`src/design/ecf_pkg.sv`:
```
// Shared constants and types for the enhanced core feature block
package ecf_pkg;

   // ----------------------------------------------------------------
   // Register byte addresses
   // ----------------------------------------------------------------
   localparam int ECF_AW = 8;
   localparam logic [7:0] ECF_A_INSCTL = 8'h00;
   localparam logic [7:0] ECF_A_AUX = 8'h04;
   localparam logic [7:0] ECF_A_DPTR0 = 8'h08;
   localparam logic [7:0] ECF_A_SECOND_DATA_POINTER = 8'h0C;
   localparam logic [7:0] ECF_A_DPTRACT = 8'h10;
   localparam logic [7:0] ECF_A_EXT_RAM_PAGE = 8'h14;
   localparam logic [7:0] ECF_A_FLASH = 8'h18;
   localparam logic [7:0] ECF_A_SFRPG = 8'h1C;
   localparam logic [7:0] ECF_A_ACC = 8'h20;
   localparam logic [7:0] ECF_A_BREG = 8'h24;
   localparam logic [7:0] ECF_A_ARITH = 8'h28;
   localparam logic [7:0] ECF_A_DBGCTL = 8'h2C;
   localparam logic [7:0] ECF_A_BPADDR = 8'h30;
   localparam logic [7:0] ECF_A_DBGSTAT = 8'h34;

   // ----------------------------------------------------------------
   // Field positions
   // ----------------------------------------------------------------
   localparam int ECF_INS_DPS_BIT = 0;
   localparam int ECF_INS_DIV_BIT = 2;
   localparam int ECF_INS_MUL_BIT = 3;
   localparam int ECF_FLASH_FAC_BIT = 0;
   localparam int ECF_ARITH_MUL_BIT = 0;
   localparam int ECF_ARITH_DIV_BIT = 1;
   localparam int ECF_DBG_ENTER_BIT = 0;
   localparam int ECF_DBG_RESUME_BIT = 1;
   localparam int ECF_DBG_STEP_BIT = 2;
   localparam int ECF_DBG_SOVER_BIT = 3;
   localparam int ECF_DBG_BPCLR_BIT = 4;
   localparam int ECF_DBG_EXIT_BIT = 5;
   localparam int ECF_STAT_HALT_BIT = 0;
   localparam int ECF_STAT_DBG_BIT = 1;
   localparam int ECF_STAT_DIVZ_BIT = 2;
   localparam int ECF_STAT_BPCNT_LSB = 4;

   // ----------------------------------------------------------------
   // Reset and debug values
   // ----------------------------------------------------------------
   localparam logic [7:0] ECF_BYTE_RST = 8'h00;
   localparam logic [3:0] ECF_PIN_OE_N_RST = 4'hF;
   localparam logic [15:0] ECF_DBG_PC_ENTRY = 16'h0000;
   localparam logic [7:0] ECF_DBG_SP_ENTRY = 8'h07;
   localparam int ECF_BP_MAX = 7;
   localparam logic [2:0] ECF_BP_PTR_LAST = 3'h6;
   localparam logic [2:0] ECF_BP_CNT_FULL = 3'h7;

   // Debug run state, one-hot
   typedef enum logic [3:0] {
      ECF_DS_RUN = 4'h1,
      ECF_DS_HALT = 4'h2,
      ECF_DS_STEP = 4'h4,
      ECF_DS_SOVER = 4'h8
   } ecf_dstate_t;

endpackage

```
`src/design/ecf_bp_table.sv`:
```
// Hardware breakpoint table keeping the most recently set addresses
module ecf_bp_table (
   input wire logic clk,
   input wire logic rst_n,
   input wire logic set_valid,
   input wire logic [15:0] set_addr,
   input wire logic clear_all,
   input wire logic [15:0] match_pc,
   output logic match,
   output logic [2:0] count
);

   typedef struct packed {
      logic [ecf_pkg::ECF_BP_MAX-1:0][15:0] addr;
      logic [ecf_pkg::ECF_BP_MAX-1:0] valid;
      logic [2:0] wr_ptr;
      logic [2:0] count;
   } ecf_bp_st_t;

   ecf_bp_st_t st;
   ecf_bp_st_t next_st;

   // Compare a pc against every live entry
   function automatic logic ecf_bp_hit(input ecf_bp_st_t s, input logic [15:0] pc);
      logic hit;
      hit = 1'b0;
      for (int i = 0; i < ecf_pkg::ECF_BP_MAX; i++) begin
         if (s.valid[i] && s.addr[i] == pc) begin
            hit = 1'b1;
         end
      end
      return hit;
   endfunction

   // Ring write: a new entry overwrites the oldest once full
   always_comb begin
      next_st = st;
      if (clear_all) begin
         next_st.valid = '0;
         next_st.wr_ptr = 3'h0;
         next_st.count = 3'h0;
      end else if (set_valid) begin
         next_st.addr[st.wr_ptr] = set_addr;
         next_st.valid[st.wr_ptr] = 1'b1;
         next_st.wr_ptr = (st.wr_ptr == ecf_pkg::ECF_BP_PTR_LAST) ? 3'h0 : st.wr_ptr + 3'h1;
         if (st.count != ecf_pkg::ECF_BP_CNT_FULL) begin
            next_st.count = st.count + 3'h1;
         end
      end
   end

   // State register
   always_ff @(posedge clk or negedge rst_n) begin
      if (!rst_n) begin
         st <= '0;
      end else begin
         st <= next_st;
      end
   end

   assign match = ecf_bp_hit(st, match_pc);
   assign count = st.count;
endmodule // ecf_bp_table

```
`src/design/ecf_core_ext.sv`:
```
// Enhanced core features: wide arithmetic, dual pointers, paging, debug control
//
// What this block does
// - The core advances one machine cycle on every clock, with no divide by 12.
// - With the wide select bits set, multiply and divide work on 16 by 8 bits using aux_operand_reg.
// - Two data pointers exist and pointer_select in instruction_ctrl_reg picks the one used.
// - Indirect external RAM moves take the high address byte from ext_ram_page.
// - The device resets on a low level of the reset pin.
// - flash_area_sel steers flash access to the main or the information block.
// - The special register space is banked by two page bits.
// - On debug entry the pc is held at 0000H and the stack pointer reads 07H.
// - A breakpoint halts the core after the instruction at its address completes.
// - Step-over at a call runs the routine and halts at the instruction after the call.
// - At most seven breakpoints work, the seven most recently set.
// - While debugging or downloading the shared pins serve only the debug port.
// - flash_area_sel low selects the main block, high the information block.
module ecf_core_ext (
   input wire logic clk,
   input wire logic rstn,
   input wire logic [7:0] paddr,
   input wire logic psel,
   input wire logic penable,
   input wire logic pwrite,
   input wire logic [31:0] pwdata,
   output logic [31:0] prdata,
   output logic pready,
   output logic pslverr,
   input wire logic retire_valid,
   input wire logic [15:0] retire_pc,
   input wire logic [15:0] retire_next_pc,
   input wire logic retire_is_call,
   input wire logic [15:0] retire_ret_pc,
   input wire logic dptr_inc,
   input wire logic ri_valid,
   input wire logic [7:0] ri_value,
   output logic core_run,
   output logic core_halt,
   output logic pc_load,
   output logic [15:0] pc_load_value,
   output logic [7:0] sp_load_value,
   output logic [15:0] dptr_addr,
   output logic [15:0] xram_addr,
   output logic flash_area_sel,
   output logic [1:0] sfr_page,
   input wire logic jtag_sel,
   input wire logic jtag_tdo,
   input wire logic jtag_tdo_en,
   output logic [3:0] jtag_di,
   input wire logic [3:0] gp_do,
   input wire logic [3:0] gp_oe_n,
   output logic [3:0] gp_di,
   input wire logic [3:0] pin_di,
   output logic [3:0] pin_do,
   output logic [3:0] pin_oe_n
);

   // ----------------------------------------------------------------
   // State
   // ----------------------------------------------------------------
   typedef struct packed {
      logic pointer_select;
      logic wide_div_sel;
      logic wide_mul_sel;
      logic [7:0] aux_operand_reg;
      logic [15:0] dptr0;
      logic [15:0] second_data_pointer;
      logic [7:0] ext_ram_page;
      logic flash_area_sel;
      logic sfr_page_sel_hi;
      logic sfr_page_sel_lo;
      logic [7:0] acc;
      logic [7:0] breg;
      logic divz;
      logic [31:0] prdata;
      logic dbg_mode;
      ecf_pkg::ecf_dstate_t dstate;
      logic so_armed;
      logic [15:0] so_target;
      logic pc_load;
      logic jtag_s1;
      logic jtag_s2;
      logic [3:0] pin_s1;
      logic [3:0] pin_s2;
      logic [3:0] pin_do;
      logic [3:0] pin_oe_n;
      logic [3:0] gp_di;
      logic [3:0] jtag_di;
      logic [15:0] xram_addr;
   } ecf_core_st_t;

   ecf_core_st_t st;
   ecf_core_st_t next_st;
   logic rst_s1;
   logic rst_n;
   logic wr_en;
   logic dbg_wr;
   logic bp_set;
   logic bp_clr;
   logic bp_hit;
   logic [2:0] bp_count;
   logic owns_pins;
   logic [23:0] prod16;
   logic [15:0] quot16;
   logic [7:0] rem16;

   // ----------------------------------------------------------------
   // Reset release
   // ----------------------------------------------------------------
   // low level resets
   always_ff @(posedge clk or negedge rstn) begin
      if (!rstn) begin
         rst_s1 <= 1'b0;
         rst_n <= 1'b0;
      end else begin
         rst_s1 <= 1'b1;
         rst_n <= rst_s1;
      end
   end

   // ----------------------------------------------------------------
   // Bus decode and helpers
   // ----------------------------------------------------------------
   // Address map check used by the error answer
   function automatic logic ecf_mapped(input logic [7:0] a);
      return a[1:0] == 2'h0 && a <= ecf_pkg::ECF_A_DBGSTAT;
   endfunction

   assign wr_en = psel && penable && pwrite && ecf_mapped(paddr);
   assign dbg_wr = wr_en && paddr == ecf_pkg::ECF_A_DBGCTL;
   assign bp_set = wr_en && paddr == ecf_pkg::ECF_A_BPADDR;
   assign bp_clr = dbg_wr && pwdata[ecf_pkg::ECF_DBG_BPCLR_BIT];
   assign pready = 1'b1;
   assign pslverr = psel && penable && !ecf_mapped(paddr);
   assign owns_pins = st.jtag_s2 || st.dbg_mode;
   assign prod16 = {st.aux_operand_reg, st.acc} * st.breg;
   assign quot16 = {st.aux_operand_reg, st.acc} / {8'h00, st.breg};
   assign rem16 = 8'({st.aux_operand_reg, st.acc} % {8'h00, st.breg});

   ecf_bp_table u_bp (
      .clk(clk),
      .rst_n(rst_n),
      .set_valid(bp_set),
      .set_addr(pwdata[15:0]),
      .clear_all(bp_clr),
      .match_pc(retire_pc),
      .match(bp_hit),
      .count(bp_count)
   );

   // ----------------------------------------------------------------
   // Next state
   // ----------------------------------------------------------------
   always_comb begin
      next_st = st;
      next_st.pc_load = 1'b0;
      next_st.jtag_s1 = jtag_sel;
      next_st.jtag_s2 = st.jtag_s1;
      next_st.pin_s1 = pin_di;
      next_st.pin_s2 = st.pin_s1;

      // Read data captured in the setup phase
      if (psel && !penable) begin
         next_st.prdata = 32'h0;
         case (paddr)
            ecf_pkg::ECF_A_INSCTL: begin
               next_st.prdata[ecf_pkg::ECF_INS_DPS_BIT] = st.pointer_select;
               next_st.prdata[ecf_pkg::ECF_INS_DIV_BIT] = st.wide_div_sel;
               next_st.prdata[ecf_pkg::ECF_INS_MUL_BIT] = st.wide_mul_sel;
            end
            ecf_pkg::ECF_A_AUX: next_st.prdata[7:0] = st.aux_operand_reg;
            ecf_pkg::ECF_A_DPTR0: next_st.prdata[15:0] = st.dptr0;
            ecf_pkg::ECF_A_SECOND_DATA_POINTER: next_st.prdata[15:0] = st.second_data_pointer;
            ecf_pkg::ECF_A_DPTRACT: next_st.prdata[15:0] = dptr_addr;
            ecf_pkg::ECF_A_EXT_RAM_PAGE: next_st.prdata[7:0] = st.ext_ram_page;
            ecf_pkg::ECF_A_FLASH: next_st.prdata[ecf_pkg::ECF_FLASH_FAC_BIT] = st.flash_area_sel;
            ecf_pkg::ECF_A_SFRPG: next_st.prdata[1:0] = sfr_page;
            ecf_pkg::ECF_A_ACC: next_st.prdata[7:0] = st.acc;
            ecf_pkg::ECF_A_BREG: next_st.prdata[7:0] = st.breg;
            ecf_pkg::ECF_A_DBGSTAT: begin
               next_st.prdata[ecf_pkg::ECF_STAT_HALT_BIT] = core_halt;
               next_st.prdata[ecf_pkg::ECF_STAT_DBG_BIT] = st.dbg_mode;
               next_st.prdata[ecf_pkg::ECF_STAT_DIVZ_BIT] = st.divz;
               next_st.prdata[ecf_pkg::ECF_STAT_BPCNT_LSB +: 3] = bp_count;
            end
            default: next_st.prdata = 32'h0;
         endcase
      end

      if (dptr_inc) begin
         if (st.pointer_select) begin
            next_st.second_data_pointer = st.second_data_pointer + 16'h0001;
         end else begin
            next_st.dptr0 = st.dptr0 + 16'h0001;
         end
      end

      if (ri_valid) begin
         next_st.xram_addr = {st.ext_ram_page, ri_value};
      end

      // Register writes
      if (wr_en) begin
         case (paddr)
            ecf_pkg::ECF_A_INSCTL: begin
               next_st.pointer_select = pwdata[ecf_pkg::ECF_INS_DPS_BIT];
               next_st.wide_div_sel = pwdata[ecf_pkg::ECF_INS_DIV_BIT];
               next_st.wide_mul_sel = pwdata[ecf_pkg::ECF_INS_MUL_BIT];
            end
            ecf_pkg::ECF_A_AUX: next_st.aux_operand_reg = pwdata[7:0];
            ecf_pkg::ECF_A_DPTR0: next_st.dptr0 = pwdata[15:0];
            ecf_pkg::ECF_A_SECOND_DATA_POINTER: next_st.second_data_pointer = pwdata[15:0];
            ecf_pkg::ECF_A_DPTRACT: begin
               if (st.pointer_select) begin
                  next_st.second_data_pointer = pwdata[15:0];
               end else begin
                  next_st.dptr0 = pwdata[15:0];
               end
            end
            ecf_pkg::ECF_A_EXT_RAM_PAGE: next_st.ext_ram_page = pwdata[7:0];
            ecf_pkg::ECF_A_FLASH: next_st.flash_area_sel = pwdata[ecf_pkg::ECF_FLASH_FAC_BIT];
            ecf_pkg::ECF_A_SFRPG: begin
               next_st.sfr_page_sel_hi = pwdata[1];
               next_st.sfr_page_sel_lo = pwdata[0];
            end
            ecf_pkg::ECF_A_ACC: next_st.acc = pwdata[7:0];
            ecf_pkg::ECF_A_BREG: next_st.breg = pwdata[7:0];
            ecf_pkg::ECF_A_ARITH: begin
               if (pwdata[ecf_pkg::ECF_ARITH_MUL_BIT]) begin
                  if (st.wide_mul_sel) begin
                     {next_st.breg, next_st.aux_operand_reg, next_st.acc} = prod16;
                  end else begin
                     {next_st.breg, next_st.acc} = st.acc * st.breg;
                  end
               end else if (pwdata[ecf_pkg::ECF_ARITH_DIV_BIT]) begin
                  next_st.divz = st.breg == 8'h00;
                  if (st.breg != 8'h00) begin
                     if (st.wide_div_sel) begin
                        {next_st.aux_operand_reg, next_st.acc} = quot16;
                        next_st.breg = rem16;
                     end else begin
                        next_st.acc = st.acc / st.breg;
                        next_st.breg = st.acc % st.breg;
                     end
                  end
               end
            end
            default: next_st.divz = st.divz;
         endcase
      end

      // Debug run control
      case (st.dstate)
         ecf_pkg::ECF_DS_RUN: begin
            if (retire_valid && bp_hit) begin
               next_st.dstate = ecf_pkg::ECF_DS_HALT;
            end
         end
         ecf_pkg::ECF_DS_HALT: begin
            if (dbg_wr && pwdata[ecf_pkg::ECF_DBG_RESUME_BIT]) begin
               next_st.dstate = ecf_pkg::ECF_DS_RUN;
            end else if (dbg_wr && pwdata[ecf_pkg::ECF_DBG_STEP_BIT]) begin
               next_st.dstate = ecf_pkg::ECF_DS_STEP;
            end else if (dbg_wr && pwdata[ecf_pkg::ECF_DBG_SOVER_BIT]) begin
               next_st.dstate = ecf_pkg::ECF_DS_SOVER;
               next_st.so_armed = 1'b0;
            end else if (dbg_wr && pwdata[ecf_pkg::ECF_DBG_EXIT_BIT]) begin
               next_st.dstate = ecf_pkg::ECF_DS_RUN;
               next_st.dbg_mode = 1'b0;
            end
         end
         ecf_pkg::ECF_DS_STEP: begin
            if (retire_valid) begin
               next_st.dstate = ecf_pkg::ECF_DS_HALT;
            end
         end
         ecf_pkg::ECF_DS_SOVER: begin
            // run called routine, stop at return
            if (retire_valid) begin
               if (!st.so_armed && retire_is_call) begin
                  next_st.so_armed = 1'b1;
                  next_st.so_target = retire_ret_pc;
               end else if (!st.so_armed || retire_next_pc == st.so_target || bp_hit) begin
                  next_st.dstate = ecf_pkg::ECF_DS_HALT;
               end
            end
         end
         default: next_st.dstate = ecf_pkg::ECF_DS_HALT;
      endcase

      // debug entry loads pc and sp
      if (dbg_wr && pwdata[ecf_pkg::ECF_DBG_ENTER_BIT] && !st.dbg_mode) begin
         next_st.dbg_mode = 1'b1;
         next_st.pc_load = 1'b1;
         next_st.dstate = ecf_pkg::ECF_DS_HALT;
      end

      // shared pins given to debug port
      if (owns_pins) begin
         next_st.pin_do = {3'h0, jtag_tdo};
         next_st.pin_oe_n = {3'h7, !jtag_tdo_en};
         next_st.gp_di = 4'h0;
         next_st.jtag_di = st.pin_s2;
      end else begin
         next_st.pin_do = gp_do;
         next_st.pin_oe_n = gp_oe_n;
         next_st.gp_di = st.pin_s2;
         next_st.jtag_di = 4'h0;
      end
   end

   // State register
   always_ff @(posedge clk or negedge rst_n) begin
      if (!rst_n) begin
         st <= '0;
         st.pin_oe_n <= ecf_pkg::ECF_PIN_OE_N_RST;
         st.dstate <= ecf_pkg::ECF_DS_RUN;
      end else begin
         st <= next_st;
      end
   end

   // ----------------------------------------------------------------
   // Outputs
   // ----------------------------------------------------------------
   assign prdata = st.prdata;
   assign core_halt = st.dstate == ecf_pkg::ECF_DS_HALT;
   assign core_run = !core_halt;
   assign pc_load = st.pc_load;
   assign pc_load_value = ecf_pkg::ECF_DBG_PC_ENTRY;
   assign sp_load_value = ecf_pkg::ECF_DBG_SP_ENTRY;
   assign dptr_addr = st.pointer_select ? st.second_data_pointer : st.dptr0;
   assign xram_addr = st.xram_addr;
   assign flash_area_sel = st.flash_area_sel;
   assign sfr_page = {st.sfr_page_sel_hi, st.sfr_page_sel_lo};
   assign gp_di = st.gp_di;
   assign jtag_di = st.jtag_di;
   assign pin_do = st.pin_do;
   assign pin_oe_n = st.pin_oe_n;
endmodule // ecf_core_ext

```
`config.mk`:
```
export PLATFORM = sky130hd
export DESIGN_NAME = ecf_core_ext
export DESIGN_NICKNAME = d
export VERILOG_FILES = /design/src/design/ecf_pkg.sv /design/src/design/ecf_bp_table.sv /design/src/design/ecf_core_ext.sv
export SDC_FILE = /design/constraint.sdc
export NUM_CORES = 1
export LEC_CHECK = 0
export ABC_AREA = 1
export BUFFER_PORTS_ARGS = -buffer_cell sky130_fd_sc_hd__buf_4
export CORE_AREA = 2 2 332 334
export DETAILED_ROUTE_END_ITERATION = 8
export DIE_AREA = 0 0 334 336
export SLEW_MARGIN = 0
export SYNTH_ARGS = -nofsm -noshare
export SYNTH_HDL_FRONTEND = slang
export SYNTH_HIERARCHICAL = 1
export SYNTH_SLANG_ARGS = --single-unit
export TNS_END_PERCENT = 20
```
`constraint.sdc`:
```
create_clock -name clk -period 15.4 [get_ports clk]
set_input_delay 4.62 -clock clk [delete_from_list [all_inputs] [get_ports clk]]
set_output_delay 4.62 -clock clk [all_outputs]
set_load 0.05 [all_outputs]
```
# After elaboration in Yosys (flattened, before gate mapping)
# Index checks and enable logic that the tools add are counted.
# word_totals
output_inout_bits	112
reg_bits	279
word_cells	233
inputBits	120
# classes
bitwise	3
n_addsub	4
mul	2
eq_ne	45
order_cmp	3
muxes	72
n_reduce_logical	60
n_div	4
# op_table
operator	n
2-to-1 mux 16 bit	11
== test 16 bit	8
bitwise mux 112 bit	1
one-hot mux 16 bit (2 select lines)	2
2-to-1 mux 60 bit	1
demux 16 bit (select 3 bit)	1
== test 8 x 6 -> 1 bit, second input constant	6
2-to-1 mux 8 bit	6
one-hot mux 8 bit (2 select lines)	3
2-to-1 mux 17 bit	2
adder 16 x 1 -> 16 bit, second input constant	2
== test 8 x 5 -> 1 bit, second input constant	4
2-to-1 mux 32 bit	1
inequality test 3 bit, second input constant	10
2-to-1 mux 4 bit	7
2-to-1 mux 13 bit	2
logical AND 1 bit	25
multiplier 16 x 8 -> 24 bit	1
one-hot mux 3 bit (8 select lines)	1
one-hot mux 8 bit (3 select lines)	1
2-to-1 mux 21 bit	1
2-to-1 mux 1 bit	19
one-hot mux 1 bit (9 select lines)	2
AND reduction 6 bit	3
40 further kinds	73

# Longest topological paths before layout
# logic_depth
word_depth	15
ltp_mapped	210
depth_no_buf	203

# By module
# The synthesis kept the hierarchy.
# modules_own_cells
mod	cells_each	area_each_um2	n_inst	seq_area_each_um2
ecf_core_ext	3846	25914.9	1	3860.0
ecf_bp_table	895	6473.7	1	3128.0

# Worst setup path after synthesis
# OpenSTA, ideal clock, no wires.
# synth_path
path_type	reg-to-reg
from	register st[98] (netlist name)
to	register st[106] (netlist name)
setup_time_ns	0.120
required_ns	15.280
arrival_time_ns	25.868
synth_period_minus_slack_ns	25.989
path_buffers	10
path_stages_with_launch	196
setup_slack_ns	-10.589
cell_sequence	dfrtp_1 -> inv_1 -> ha_1 -> or2_2 -> nand3_1 -> nand2_1 -> nand2_1 -> ha_1 -> o21ai_0 -> nand2_1 -> nand3b_1 -> nand2_1 -> ha_1 -> nand2_1 -> nand3_1 -> nand2_1 -> nand2_1 -> nand2_2 -> [160 not listed] -> buf_2 -> nand2_1 -> o21ai_0 -> ha_1 -> inv_1 -> nor2_1 -> o21a_1 -> o21a_1 -> o21ai_0 -> nand2_1 -> a311oi_1 -> nand2_1 -> nor2_1 -> nand2_1 -> nor2_1 -> nand2_1 -> nand2_1 -> a21oi_1

==> flow_summary.ini <==
[route]
route.met2.wl_um = 52100
highest_layer = met5
drc = 0
dr.pass1.iters = 8
drt_iter0_drc = 2480
met3WireLength_um = 7430
ant_nets = 0
viasPerCell = 4.81
wl_met1_um = 48800
routed_wl_um = 112000
num_vias = 34400
post_drt_wl_per_cell_um = 15.7

[cells_and_area]
fillCellCount = 11000
drive_gt1_frac = 0.307
final_net_count = 6223
area_delta_synth_final_pct = 38.7
multi_input_area_um2 = 23600
diodes = 0
instances_no_fill = 7143
ff_latch_area_um2 = 6990

[grt]
grt_pass1_wl_um = 175000
overflow = 0
grt_pass1_vias = 33000
grt_max_degree = 168
antenna_found_initial = 6
grtUsageTotal = 0.191

[clock_tree]
cts-buffers-inserted = 34
clk_pin_slew_ns = 0.06
cts_max_level = 2
clk_path_buf_depth = 3
cts_tree = built
insertion_delay_ns = 0.55
cts_sinks = 279
cts_root_buffer = clkbuf_16

[die]
start_util = 0.299
placementRows = 121
core-area_um2 = 108000
die_x_um = 334
ios = 232
dieArea_um2 = 112000
dieHeight_um = 336

[critical_path]
cp-start-kind = register
critPathMostFrequentCell = buf_4
cp_max_fo = 8
reg2reg_slack_ns = -7.89
crit_arrival_ns = 23.73
critPathSlowestCell = nor4_4
r2r_cells = 180
path_buf_inv = 45
r2r_end = st[98]$_DFFE_PN0P_
cp_data_required_time_ns = 15.84
crit_family = compound AO/OA/AOI/OAI gates
crit_type = register to register
cp-end-kind = register
r2r_start = st[98]$_DFFE_PN0P_
slowest_delay_ns = 0.41

[sta]
max_freq_mhz = 42.9
min_period_over_period = 1.51
tightestPinTransition_ns = 1.26
rsz0062_at_grt = yes
post-route-min-period_ns = 23.29
finClkSkew_ns = 0.0350
tns_ns = -85.19
timing.final.ws_setup_ns = -7.89
slew-limit-headroom = 0.160
final-hold-violation-count = 0
slew_viol_final = 0
setup_viol = 13

[placement]
port_buffers = 174
placed_cells_incl_taps = 6873
dp_hpwl_um = 83500
gp_routability_congestion = 0.932
post-place-ws_ns = -9.41

[synthesis]
synthCells = 4741
yosys_warnings = 6
avgSynthCellArea_um2 = 6.83
synth_area_um2 = 32400
postSynth.asyncResetShare = 1.00
synth-edff-count = 0
yosysSeqAreaShare = 0.216
synth_cell_types = 71
synth_flop_cell = dfrtp_1
synth_seq_cells = 279

[outcome]
violations = negative setup slack
run_status = finished with violations

[run]
cap_violations = 0

[min_path]
min_to = st[33]$_DFF_PN0_
min_path_cells = 0
hold_path.class = register to register
min_from = next_st[33]$_DFF_PN0_
==> synthesized netlist by cell type, types with 24 or more instances <==
cell type     n  share of area
nand2_1    1267           0.15
inv_1       740          0.086
o21ai_0     383          0.059
ha_1        303           0.12
nor2_1      285          0.033
dfrtp_1     274           0.21
nand3_1     225          0.035
a21oi_1     138          0.021
xor2_1      130          0.035
buf_4        99          0.023
fa_1         94          0.058
clkbuf_1     89          0.010
xnor2_1      79          0.021
o21ai_1      51         0.0079
nor3_1       49         0.0076
o22ai_1      49         0.0095
nand4_1      44         0.0085
a21o_1       41         0.0095
mux2_2       39          0.014
nand2_2      30         0.0058
o21bai_1     28         0.0065
buf_2        24         0.0037
==> cell families after synthesis <==
group	Yosys count	share of synthesized area
AO/OA/AOI/OAI	803	0.142
XOR/XNOR	209	0.0565
adder cells (fa/ha/maj)	397	0.175
buffers and inverters	999	0.131
flip-flops	279	0.216
multiplexers	39	0.0136
other	2	0.000232
AND/OR/NAND/NOR	2013	0.267
==> through the flow <==
step                utilization  cell area (um^2)  hold WS (ns)
floorplan                     -             32900         0.331
global placement          0.370             40100         0.333
detailed placement        0.370             40100         0.335
CTS                       0.394             42700         0.344
global route              0.414             44900         0.357
finish                    0.414             44900         0.349
==> cells in the final DEF, fill, tap and decap left out, types with 57 or more instances in the layout <==
cell type	instances
nand2_1	1156
buf_4	1094
inv_1	686
o21ai_0	326
dfrtp_1	271
nor2_1	268
ha_1	249
nand3_1	179
xor2_1	128
nand2_2	122
a21oi_1	107
fa_1	93
xnor2_1	77
o21ai_1	57
==> area by class of cell <==
class	instances	share of cell area
repair buffers	1119	0.190
repair inverters	1	0.000111
multi-input cells	3503	0.525
inverters	768	0.0662
clock inverters	13	0.00279
clock buffers	46	0.0208
well taps	1414	0.0394
flip-flops and latches	279	0.156
==> metal layers <==
metal,vias up,global-route usage
met5,-,0
met1,16100,0.256
li1,17000,-
met2,1031,0.321
met3,236,0.0272
met4,12,0.0514
==> registers in the layout (all words and copies together), names as in the netlist <==
name / count
xram_addr: 16
u_bp/count: 3
pc_load: 1
gp_di: 4
rst_s1: 1
u_bp/st: 122
prdata: 16
pin_oe_n: 4
next_st: 5
st: 95
jtag_di: 4
rst_n: 1
flash_area_sel: 1
sfr_page: 2
pin_do: 4
==> repair_timing <==
item / CTS / global route
resized for setup: 135 / 385
gates cloned: 1 / 0
buffers inserted: 121 / 92
pin swaps: 118 / 319
hold buffers: 0 / 0
endpoints found under the hold margin: 0 / 0
endpoints found under the setup margin: 13 / 14
==> worst max-delay path by stage <==
stage / from / to / slack, ns / cells past startpoint
2_1_floorplan: st[98]$_DFFE_PN0P_ / st[106]$_DFFE_PN0P_ / -8.78 / 197
3_3_place_gp: st[164]$_DFFE_PN0P_ / st[104]$_DFFE_PN0P_ / -9.20 / 186
3_5_place_dp: st[98]$_DFFE_PN0P_ / st[104]$_DFFE_PN0P_ / -9.41 / 183
4_1_cts: st[164]$_DFFE_PN0P_ / st[104]$_DFFE_PN0P_ / -8.17 / 187
5_1_grt: st[164]$_DFFE_PN0P_ / st[106]$_DFFE_PN0P_ / -9.52 / 192
6_report: st[98]$_DFFE_PN0P_ / st[98]$_DFFE_PN0P_ / -7.89 / 180
Power is not shown: default switching activity piles up to over one toggle a cycle in this logic, so the estimate is an artifact.
